`src/rtl/scd_map.vh`:
```
`ifndef SCD_MAP_VH
`define SCD_MAP_VH

// system base addresses per port
`define SCD_BASE_P0 16'h0000
`define SCD_BASE_P2 16'h2000
`define SCD_BASE_P3 16'h3000
`define SCD_BASE_P4 16'h4000
`define SCD_BASE_P5 16'h5000

// port select field of a system address
`define SCD_PSEL_MSB 15
`define SCD_PSEL_LSB 12
`define SCD_PSEL_W 4
`define SCD_OFS_W 12
`define SCD_ADDR_W 16

// reset and filler values of the data and address paths
`define SCD_DATA_RST 32'h0000_0000
`define SCD_ADDR_RST 16'h0000

// port select codes
`define SCD_PSEL_P0 4'h0
`define SCD_PSEL_P2 4'h2
`define SCD_PSEL_P3 4'h3
`define SCD_PSEL_P4 4'h4
`define SCD_PSEL_P5 4'h5

// port index (one-hot bit positions of the port vector)
`define SCD_IDX_P0 0
`define SCD_IDX_P2 1
`define SCD_IDX_P3 2
`define SCD_IDX_P4 3
`define SCD_IDX_P5 4
`define SCD_NPORT 5

// offset classes
`define SCD_CLS_W 2
`define SCD_CLS_NONE 2'h0
`define SCD_CLS_COMMON 2'h1
`define SCD_CLS_GLOBAL 2'h2
`define SCD_CLS_MSI 2'h3

// offset windows of the classes
`define SCD_COMMON_LAST 12'h0ff
`define SCD_AER_FIRST 12'h100
`define SCD_AER_LAST 12'h14f
`define SCD_GLOBAL_FIRST 12'h400
`define SCD_GLOBAL_LAST 12'h7ff
`define SCD_MSI_FIRST 12'h0d0
`define SCD_MSI_LAST 12'h0df

// request source
`define SCD_SRC_CFG 1'b0
`define SCD_SRC_SMB 1'b1

// value on a filler read of an undefined offset over smbus
`define SCD_SMB_FILL 32'hffff_ffff

`endif

```
`src/rtl/scd_class.v`:
```
`timescale 1ns/100ps
`default_nettype none
`include "scd_map.vh"

// classify a port-relative offset for one port kind
module scd_class
(
    // request
    input wire [`SCD_OFS_W-1:0] ofs,
    input wire is_up,
    // answer
    output reg [`SCD_CLS_W-1:0] cls
);

    always @*
    begin
        cls = `SCD_CLS_NONE;
        if (ofs <= `SCD_COMMON_LAST)
        begin
            cls = `SCD_CLS_COMMON;
            if (!is_up && ofs >= `SCD_MSI_FIRST && ofs <= `SCD_MSI_LAST)
            begin
                cls = `SCD_CLS_MSI;
            end
        end
        else if (ofs >= `SCD_AER_FIRST && ofs <= `SCD_AER_LAST)
        begin
            cls = `SCD_CLS_COMMON;
        end
        else if (is_up && ofs >= `SCD_GLOBAL_FIRST && ofs <= `SCD_GLOBAL_LAST)
        begin
            cls = `SCD_CLS_GLOBAL;
        end
    end

endmodule
`default_nettype wire

```
`src/rtl/scd_decode.v`:
```
`timescale 1ns/100ps
`default_nettype none
`include "scd_map.vh"

// Behaviour
// - every register belongs to exactly one port's configuration space
// - system address equals owning port base plus configuration offset
// - eeprom and smbus accesses address registers by system address
// - upstream port at base 0, ports 2 and 3 at 0x2000, 0x3000
// - ports 4 and 5 at bases 0x4000 and 0x5000
// - global control and test registers exist only in upstream space
// - msi capability exists only in downstream port spaces
// - configuration read of undefined offset returns zero
// - smbus read of undefined offset returns unspecified data
// - writes to undefined offsets complete but change nothing
module scd_decode
(
    // clock and reset
    input wire ref_clk,
    input wire resetn,
    // configuration request from the pcie side
    input wire cfg_req,
    input wire cfg_wr,
    input wire [2:0] cfg_port,
    input wire [`SCD_OFS_W-1:0] cfg_ofs,
    input wire [31:0] cfg_wdata,
    // system-address request from eeprom init or smbus slave
    input wire sys_req,
    input wire sys_wr,
    input wire sys_src_smb,
    input wire [15:0] sys_addr,
    input wire [31:0] sys_wdata,
    // read data of the addressed register, from the register file
    input wire [31:0] reg_rdata,
    // register file strobes
    output reg reg_rd,
    output reg reg_wr,
    output reg [`SCD_NPORT-1:0] reg_port,
    output reg [`SCD_OFS_W-1:0] reg_ofs,
    output reg [`SCD_CLS_W-1:0] reg_cls,
    output reg [31:0] reg_wdata,
    // completion
    output reg done,
    output reg done_src,
    output reg [31:0] rdata,
    output reg hit,
    output reg [15:0] done_addr
);

    ////////////////////////////////////////////////////////////////////
    // port base lookup
    function [15:0] port_base;
        input [`SCD_NPORT-1:0] onehot;
        begin
            port_base = `SCD_BASE_P0;
            if (onehot[`SCD_IDX_P2])
                port_base = `SCD_BASE_P2;
            if (onehot[`SCD_IDX_P3])
                port_base = `SCD_BASE_P3;
            if (onehot[`SCD_IDX_P4])
                port_base = `SCD_BASE_P4;
            if (onehot[`SCD_IDX_P5])
                port_base = `SCD_BASE_P5;
        end
    endfunction

    // port select field to one-hot, zero when no port owns it
    function [`SCD_NPORT-1:0] psel_onehot;
        input [`SCD_PSEL_W-1:0] psel;
        begin
            psel_onehot = {`SCD_NPORT{1'b0}};
            case (psel)
                `SCD_PSEL_P0: psel_onehot[`SCD_IDX_P0] = 1'b1;
                `SCD_PSEL_P2: psel_onehot[`SCD_IDX_P2] = 1'b1;
                `SCD_PSEL_P3: psel_onehot[`SCD_IDX_P3] = 1'b1;
                `SCD_PSEL_P4: psel_onehot[`SCD_IDX_P4] = 1'b1;
                `SCD_PSEL_P5: psel_onehot[`SCD_IDX_P5] = 1'b1;
                default: psel_onehot = {`SCD_NPORT{1'b0}};
            endcase
        end
    endfunction

    ////////////////////////////////////////////////////////////////////
    // offset defined inside the space of exactly one port
    function is_defined;
        input [`SCD_NPORT-1:0] onehot;
        input [`SCD_CLS_W-1:0] cls;
        begin
            is_defined = (|onehot) && (cls != `SCD_CLS_NONE);
        end
    endfunction

    ////////////////////////////////////////////////////////////////////
    // request selection: configuration request has priority
    reg [`SCD_NPORT-1:0] sel_port;
    reg [`SCD_OFS_W-1:0] sel_ofs;
    reg sel_wr;
    reg sel_src;
    reg sel_req;
    reg [31:0] sel_wdata;
    wire [`SCD_CLS_W-1:0] sel_cls;
    wire [`SCD_NPORT-1:0] cfg_onehot;
    wire [`SCD_NPORT-1:0] sys_onehot;
    wire [`SCD_OFS_W-1:0] sys_ofs;

    // owning port and offset of each request source
    assign cfg_onehot = psel_onehot({1'b0, cfg_port});
    assign sys_onehot = psel_onehot(sys_addr[`SCD_PSEL_MSB:`SCD_PSEL_LSB]);
    assign sys_ofs = sys_addr[`SCD_OFS_W-1:0];

    always @*
    begin
        sel_req = cfg_req | sys_req;
        sel_wr = cfg_wr;
        sel_src = `SCD_SRC_CFG;
        sel_wdata = cfg_wdata;
        sel_ofs = cfg_ofs;
        sel_port = cfg_onehot;
        if (!cfg_req)
        begin
            sel_wr = sys_wr;
            sel_src = sys_src_smb;
            sel_wdata = sys_wdata;
            sel_ofs = sys_ofs;
            sel_port = sys_onehot;
        end
    end

    scd_class u_class
    (
        .ofs(sel_ofs),
        .is_up(sel_port[`SCD_IDX_P0]),
        .cls(sel_cls)
    );

    // defined only when exactly one port owns it and class is known
    wire sel_hit;
    assign sel_hit = is_defined(sel_port, sel_cls);

    ////////////////////////////////////////////////////////////////////
    // answer kinds of a completion
    localparam [1:0] ANS_IDLE = 2'b00;
    localparam [1:0] ANS_DATA = 2'b01;
    localparam [1:0] ANS_ZERO = 2'b10;
    localparam [1:0] ANS_FILL = 2'b11;

    // system address of an offset inside one port's space
    function [`SCD_ADDR_W-1:0] sys_address;
        input [`SCD_NPORT-1:0] onehot;
        input [`SCD_OFS_W-1:0] ofs;
        begin
            sys_address = port_base(onehot) + {{`SCD_PSEL_W{1'b0}}, ofs};
        end
    endfunction

    // answer of a request, fixed when it is taken
    function [1:0] answer_kind;
        input req;
        input wr;
        input defined;
        input src;
        begin
            answer_kind = ANS_IDLE;
            if (req && wr)
            begin
                answer_kind = ANS_ZERO;
            end
            else if (req && defined)
            begin
                answer_kind = ANS_DATA;
            end
            else if (req && src == `SCD_SRC_SMB)
            begin
                answer_kind = ANS_FILL;
            end
            else if (req)
            begin
                answer_kind = ANS_ZERO;
            end
        end
    endfunction

    ////////////////////////////////////////////////////////////////////
    // stage 1: next values of the register file strobes
    reg next_reg_rd;
    reg next_reg_wr;
    reg [`SCD_NPORT-1:0] next_reg_port;
    reg [`SCD_CLS_W-1:0] next_reg_cls;
    reg [1:0] next_ans;
    reg [`SCD_ADDR_W-1:0] next_addr;

    always @*
    begin
        next_reg_rd = 1'b0;
        next_reg_wr = 1'b0;
        next_reg_port = {`SCD_NPORT{1'b0}};
        next_reg_cls = `SCD_CLS_NONE;
        next_ans = answer_kind(sel_req, sel_wr, sel_hit, sel_src);
        next_addr = sys_address(sel_port, sel_ofs);
        if (sel_req && sel_hit)
        begin
            next_reg_rd = !sel_wr;
            next_reg_wr = sel_wr;
            next_reg_port = sel_port;
            next_reg_cls = sel_cls;
        end
    end

    ////////////////////////////////////////////////////////////////////
    // stage 1: register file strobes
    always @(posedge ref_clk or negedge resetn)
    begin
        if (!resetn)
        begin
            reg_rd <= 1'b0;
            reg_wr <= 1'b0;
            reg_port <= {`SCD_NPORT{1'b0}};
            reg_ofs <= {`SCD_OFS_W{1'b0}};
            reg_cls <= `SCD_CLS_NONE;
            reg_wdata <= `SCD_DATA_RST;
        end
        else
        begin
            reg_rd <= next_reg_rd;
            reg_wr <= next_reg_wr;
            reg_port <= next_reg_port;
            reg_ofs <= sel_ofs;
            reg_cls <= next_reg_cls;
            reg_wdata <= sel_wdata;
        end
    end

    ////////////////////////////////////////////////////////////////////
    // stage 1: pending completion
    reg pend;
    reg pend_src;
    reg pend_hit;
    reg [1:0] pend_ans;
    reg [`SCD_ADDR_W-1:0] pend_addr;

    always @(posedge ref_clk or negedge resetn)
    begin
        if (!resetn)
        begin
            pend <= 1'b0;
            pend_src <= `SCD_SRC_CFG;
            pend_hit <= 1'b0;
            pend_ans <= ANS_IDLE;
            pend_addr <= `SCD_ADDR_RST;
        end
        else
        begin
            pend <= sel_req;
            pend_src <= sel_src;
            pend_hit <= sel_req && sel_hit;
            pend_ans <= next_ans;
            pend_addr <= next_addr;
        end
    end

    ////////////////////////////////////////////////////////////////////
    // stage 2: read data of the completion
    reg [31:0] next_rdata;

    always @*
    begin
        case (pend_ans)
            ANS_DATA: next_rdata = reg_rdata;
            ANS_FILL: next_rdata = `SCD_SMB_FILL;
            ANS_ZERO: next_rdata = `SCD_DATA_RST;
            default: next_rdata = `SCD_DATA_RST;
        endcase
    end

    ////////////////////////////////////////////////////////////////////
    // stage 2: completion flags
    always @(posedge ref_clk or negedge resetn)
    begin
        if (!resetn)
        begin
            done <= 1'b0;
            done_src <= `SCD_SRC_CFG;
            hit <= 1'b0;
        end
        else
        begin
            done <= pend;
            done_src <= pend_src;
            hit <= pend_hit;
        end
    end

    ////////////////////////////////////////////////////////////////////
    // stage 2: completion data
    always @(posedge ref_clk or negedge resetn)
    begin
        if (!resetn)
        begin
            rdata <= `SCD_DATA_RST;
            done_addr <= `SCD_ADDR_RST;
        end
        else
        begin
            rdata <= next_rdata;
            done_addr <= pend_addr;
        end
    end

endmodule
`default_nettype wire

```
`config.mk`:
```
export PLATFORM = sky130hd
export DESIGN_NAME = scd_decode
export DESIGN_NICKNAME = d
export VERILOG_FILES = /design/src/rtl/scd_class.v /design/src/rtl/scd_decode.v
export VERILOG_INCLUDE_DIRS = /design/src /design/src/rtl
export SDC_FILE = /design/constraint.sdc
export NUM_CORES = 1
export LEC_CHECK = 0
export BUFFER_PORTS_ARGS = -buffer_cell sky130_fd_sc_hd__clkbuf_2
export CORE_MARGIN = 10
export CORE_UTILIZATION = 43
export CTS_BUF_LIST = sky130_fd_sc_hd__clkbuf_8 sky130_fd_sc_hd__clkbuf_16
export DETAILED_ROUTE_END_ITERATION = 10
export HOLD_SLACK_MARGIN = 0.03
export PLACE_DENSITY = 0.79
export SETUP_SLACK_MARGIN = 0.3
export SYNTH_ARGS = -nofsm -noshare
export SYNTH_HDL_FRONTEND = slang
export SYNTH_HIERARCHICAL = 1
export SYNTH_SLANG_ARGS = --single-unit
```
`constraint.sdc`:
```
create_clock -name ref_clk -period 1.2 [get_ports ref_clk]
set_input_delay 0.06 -clock ref_clk [delete_from_list [all_inputs] [get_ports ref_clk]]
set_output_delay 0.06 -clock ref_clk [all_outputs]
set_load 0.03 [all_outputs]
```
== Word level (Yosys, flattened, before mapping) ==
Index checks and enable logic that the tools add are counted.
Widths: inputs -> output; s select.

* Add/subtract/negate cells: 1
* Multipliers: 0
* Divide/modulo/power cells: 0
* $lt $le $gt $ge: 7
* Equality and inequality tests: 10
* Shift operators: 0
* Muxes and demuxes: 32
* Bitwise gates (word level): 1
* Reduce and logical (&&, ||, !) cells: 15

{| class="wikitable"
|+ Operators by type and width
! cell !! number
|-
| $pmux 32 s2 || 1
|-
| $mux 16 || 3
|-
| $mux 32 || 1
|-
| $le 12x8->1 const B || 2
|-
| $mux 2 || 9
|-
| $add 16x12->16 || 1
|-
| $mux 1 || 14
|-
| $mux 14 || 1
|-
| $ge 12x11->1 const B || 1
|-
| $ge 12x8->1 const B || 1
|-
| $ge 12x9->1 const B || 1
|-
| $le 12x11->1 const B || 1
|-
| $le 12x9->1 const B || 1
|-
| $mux 12 || 1
|-
| $mux 5 || 2
|-
| $logic_and 1x1->1 || 9
|-
| $eq 4x2->1 const B || 2
|-
| $eq 4x3->1 const B || 2
|-
| $eq 3x2->1 const B || 2
|-
| $eq 3x3->1 const B || 2
|-
| $reduce_or 5->1 || 1
|-
| $logic_not 4->1 || 1
|-
| $logic_not 3->1 || 1
|-
| $eq 2x1->1 const B || 1
|-
| other kinds (4) || 5
|}

* Register bits: 125
* Latch bits: 0
* RAM bits: 0
* ROM bits: 0
* Output and inout bits: 104
* Logic and storage cells: 82
* Memories kept: 0

== Longest topological paths before layout ==
* Depth in word-level cells: 13
* Mapped depth: 9
* Gate-level depth less buffers: 9

== Modules after synthesis ==
Netlist, hierarchy kept.

{| class="wikitable"
|+ Modules (own cells, without submodules)
! module !! times used !! cells an instance !! area an instance (µm²) !! seq. area each (µm²)
|-
| scd_decode || 1 || 260 || 4013.8 || 2777.7
|-
| scd_class || 1 || 8 || 60.1 || 0.0
|}

== Least setup slack after synthesis ==
OpenSTA, ideal clock, no wires.

* Path kind: input -> register
* Start point: input cfg_req
* End point: register pend_ans[1]
* Arrival time: 1.813 ns
* Data required time: 1.081 ns
* Path slack: -0.732 ns
* Cell stages on the path: 9
* Buffers on the path: 2
* Cell sequence: buf_4 > buf_4 > mux2_2 > o21ai_1 > nand2b_1 > a2111oi_2 > nor2_1 > o21ai_1 > a21bo_1

{| class="wikitable"
|+ RTL lines
! item !! line !! RTL
|-
| start, declared || scd_decode.v:22 || <nowiki>input wire cfg_req,</nowiki>
|-
| $mux 12 (*) || scd_decode.v:119 || <nowiki>if (!cfg_req)</nowiki>
|-
| $ge 12x9->1 (no source line) or $le 12x9->1 (tied branches) || - ||
|-
| $logic_and 1x1->1 (no source line) || - ||
|-
| $mux 2 || scd_class.v:26 || <nowiki>else if (ofs >= `SCD_AER_FIRST && ofs <= `SCD_AER_LAST)</nowiki>
|-
| $mux 2 (*) || scd_class.v:18 || <nowiki>if (ofs <= `SCD_COMMON_LAST)</nowiki>
|-
| via sel_cls[0] || scd_decode.v:101 || <nowiki>wire [`SCD_CLS_W-1:0] sel_cls;</nowiki>
|-
| $reduce_bool 2->1 (no source line) (*) || - ||
|-
| $logic_and 1x1->1 (*) || scd_decode.v:89 || <nowiki>is_defined = (|onehot) && (cls != `SCD_CLS_NONE);</nowiki>
|-
| $logic_and 1x1->1 (*) || scd_decode.v:168 || <nowiki>else if (req && defined)</nowiki>
|-
| $mux 2 (*) || scd_decode.v:168 ||
|-
| $mux 2 (*) || scd_decode.v:164 || <nowiki>if (req && wr)</nowiki>
|-
| via next_ans[1] || scd_decode.v:189 || <nowiki>reg [1:0] next_ans;</nowiki>
|-
| end signal, assigned || scd_decode.v:256 || <nowiki>pend_ans <= next_ans;</nowiki>
|-
| end, declared || scd_decode.v:238 || <nowiki>reg [1:0] pend_ans;</nowiki>
|}

The timed path passes the listed nets; every way through them passes the cells marked *.

== Worst setup path in the final report ==
* Start point: input cfg_req
* End point: register reg_port[3]

{| class="wikitable"
|+ RTL lines
! item !! line !! RTL
|-
| $mux 12 (*) || scd_decode.v:119 ||
|-
| $ge 12x9->1 (no source line) or $le 12x9->1 (tied branches) || - ||
|-
| $logic_and 1x1->1 (no source line) || - ||
|-
| $mux 2 || scd_class.v:26 ||
|-
| $mux 2 (*) || scd_class.v:18 ||
|-
| via sel_cls[0] || scd_decode.v:101 ||
|-
| $reduce_bool 2->1 (no source line) (*) || - ||
|-
| $logic_and 1x1->1 (*) || scd_decode.v:89 ||
|-
| $logic_and 1x1->1 (*) || scd_decode.v:200 || <nowiki>if (sel_req && sel_hit)</nowiki>
|-
| $mux 5 (*) || scd_decode.v:200 ||
|-
| via next_reg_port[3] || scd_decode.v:187 || <nowiki>reg [`SCD_NPORT-1:0] next_reg_port;</nowiki>
|-
| end signal, assigned || scd_decode.v:217 || <nowiki>reg_port <= {`SCD_NPORT{1'b0}};</nowiki>
|-
| end signal, assigned || scd_decode.v:226 || <nowiki>reg_port <= next_reg_port;</nowiki>
|-
| end, declared || scd_decode.v:38 || <nowiki>output reg [`SCD_NPORT-1:0] reg_port,</nowiki>
|}

Marked as above.

==> results.toml <==
[sta]
fin_setup_tns_ps = -987
finalClockSkew_ps = 8.03
hold_viol = 0
slew_viol_final = 0
maxClockFrequency_mhz = 742
worst_slew_pin_slew_ps = 508
period_minus_slack_ps = 1350
final.setup.worst_slack_ps = -147
min_period_over_period_pct = 112
rsz0062_at_grt = "true"
maxSlewHeadroom_pct = 66.2
setup_violations = 11

[synthesis]
synth_top_area_share_pct = 68.2
seq_area_frac_synth_pct = 68.2
synthesis.area_um2 = 4070
ys_ff_latch = 111
synth.avg_cell_area_um2 = 15.2
ys_top_cells_by_area = "dfrtp_1 68%, mux2_2 12%, o21a_1 5.9%"
netlist_instances = 268
synth_top_area_cell = "dfrtp_1"
synthesis.nets = 402
yosysUniqueCellTypes = 31
ys.warnings.count = 6

[cts]
cts_buffers = 9
clk_pin_slew_ps = 110
clk_latency_ps = 360
cts_root_buf = "clkbuf_8"
cts_hold_buf = 105
clock-sinks = 111
htreeDepth = 3
clock_path_buffers = 2
cts_tree = "done"

[floorplan]
die_width_um = 117
core_um2 = 9240
row_count = 35
die_h_um = 117
io_pins = 238
die-area_um2 = 13800
start_util_pct = 44.1

[global_route]
grt_pass1_vias = 4294
track_usage_pct = 22.2
grt_overflow = 0
grt_pass1_wl_um = 24000
antenna_found_initial = 7
grt_max_degree = 66

[final_layout]
drive_above_1_share_pct = 55.9
final_cells = 774
area_growth_pct = 97.0
final_cell_mix = "131 x clkbuf_2, 111 x dfrtp_1, 105 x dlygate4sd3_1, 103 x buf_8, 40 x mux2_2"
fillCellCount = 421
layout_commonest_cell = "clkbuf_2"
utilization_pct = 86.9
nNetsFinal = 766

[route]
vias_per_cell = 4.77
routed_wl_um = 16700
dr.pass1.iters = 4
drt_iter0_drc = 167
ant_nets = 0
num_vias = 3692
drt-wirelength-per-cell_um = 21.6
remaining_drc_errors = 0

[outcome]
status = "finished with violations"
failed_checks = "setup timing"

[hold_path]
min_from = "cfg_ofs[8]"
hold_class = "in -> reg"

[critical_path]
timing.critical_path.slowest_cell_delay_ps = 340
cp-end-kind = "flop"
cp.arrival_ps = 1640
reg2reg_from = "pend_ans[1]"
start_kind = "input port"
critPathBufInv = 2
cp.required_ps = 1490
path_class = "in -> reg"
cp_slowest_cell = "a2111oi_4"
critPathMaxFanout = 6
cp_top_family = "compound AO/OA/AOI/OAI gates"
worst_setup_path_startpoint = "cfg_req"
path_cells = "clkbuf_16 -> mux2_4 -> o21ai_2 -> nand2b_1 -> a2111oi_4 -> buf_4 -> o22a_1 -> nand2_1 -> nor2_1"

[power]
comb_power_share_pct = 26.9
intPower_mw = 6.10
p_sw_share_pct = 29.3
power_density_nw_per_um2 = 1080
switchingPower_mw = 2.53
leakage_nw = 3.89
p_seq_share_pct = 47.9
p_total_mw = 8.63
clkPwrFrac_pct = 25.2
ir_drop_mv = 0.722

[place]
port_buffers = 236
placed_cells = 640
gp_congestion = 0.809
post-dp-hpwl_um = 9370
dp_slack_ps = -715

[flow_run]
drv_cap = 0
==> through the flow <==
| stage | area, µm² | hold slack (ps) |
|---|---|---|
| floorplan | 4120 | -236 |
| global placement | 5540 | 63.1 |
| detailed placement | 5540 | 72.5 |
| CTS | 7800 | -8.65 |
| global route | 8030 | -1.67 |
| finish | 8030 | 12.2 |
==> area by class of cell <==
type | instances | area, µm² | share of cell area [%]
diodes | 8 | 20.0 | 0.249
inverters | 7 | 26.3 | 0.327
repair buffers | 378 | 3630 | 45.2
multi-input cells | 125 | 1220 | 15.2
flip-flops and latches | 111 | 2780 | 34.6
well taps | 129 | 161 | 2.01
clock buffers | 11 | 151 | 1.89
clock inverters | 5 | 40.0 | 0.499
==> cells in the mapped netlist, drive strengths merged <==
library cell / instances
dfrtp: 111
mux2: 45
o21a: 32
buf: 19
nor2: 10
a21oi: 6
clkbuf: 6
inv: 6
a211oi: 4
nand2: 4
nor4b: 4
o21ai: 3
a31oi: 2
mux2i: 2
nand2b: 2
xor2: 2
a2111oi: 1
a21bo: 1
a22oi: 1
clkinv: 1
conb: 1
nand4: 1
nor2b: 1
nor4: 1
o22a: 1
o311ai: 1
==> kinds of logic (layout without fill, tap and decap cells) <==
| kind of cell | Yosys count | in the layout | synth area share (%) |
|---|---|---|---|
| multiplexers | 47 | 47 | 13.0 |
| XOR/XNOR | 2 | 2 | 0.430 |
| buffers and inverters | 32 | 401 | 4.79 |
| flip-flops | 111 | 111 | 68.2 |
| other | 1 | 9 | 0.0920 |
| AO/OA/AOI/OAI | 52 | 52 | 9.61 |
| AND/OR/NAND/NOR | 23 | 23 | 3.87 |
==> registers in the layout, indices dropped and copies added, names as in the netlist <==
signal,count
pend_src,1
pend_addr,4
reg_cls,2
reg_wr,1
rdata,32
pend_ans,2
pend_hit,1
pend,1
reg_wdata,32
reg_port,5
reg_rd,1
reg_ofs,11
done,1
hit,1
done_addr,15
done_src,1
==> power groups by stage <==
stage	clock network, mW	logic, mW	registers (mW)
after global routing	2.36	2.43	4.15
after detailed placement	0	1.50	4.11
after global placement	0	1.47	4.10
after CTS	2.22	2.14	4.07
after floorplan	0	0.469	4.48
final	2.17	2.32	4.14
==> worst paths after layout <==
path,endpoint,slack [ps],cells past startpoint
worst max-delay path,reg_port[3],-150,9
worst min-delay path,reg_ofs[8],10,2
worst max register to register,rdata[18],250,2
worst min register to register,done_addr[12],360,0
max in group asynchronous,done,660,3
min in group asynchronous,done_addr[3],220,3
==> worst reg2reg max path, cell delays in order (launching register included) <==
cell,delay (ps)
dfrtp_1,410
buf_12,170
o21a_1,240
==> per-layer routing <==
layer	vias to the layer above	share of wire, %	track usage (%)	wire length, µm
met4	0	3.5	10.6	591
met1	1840	33	21.0	5510
met3	38	6.3	6.52	1050
met5	-	0	0	0
li1	1642	-	-	-
met2	172	57	42.3	9540
==> repair_timing <==
item / in CTS / in global routing
gates resized for setup: 223 / 118
buffers inserted: 3 / 1
hold endpoints to repair: 183 / 1
pin swaps: 9 / 10
cloned: 1 / 0
setup endpoints to repair: 183 / 147
Note: power is estimated with default switching activity, not from simulation.
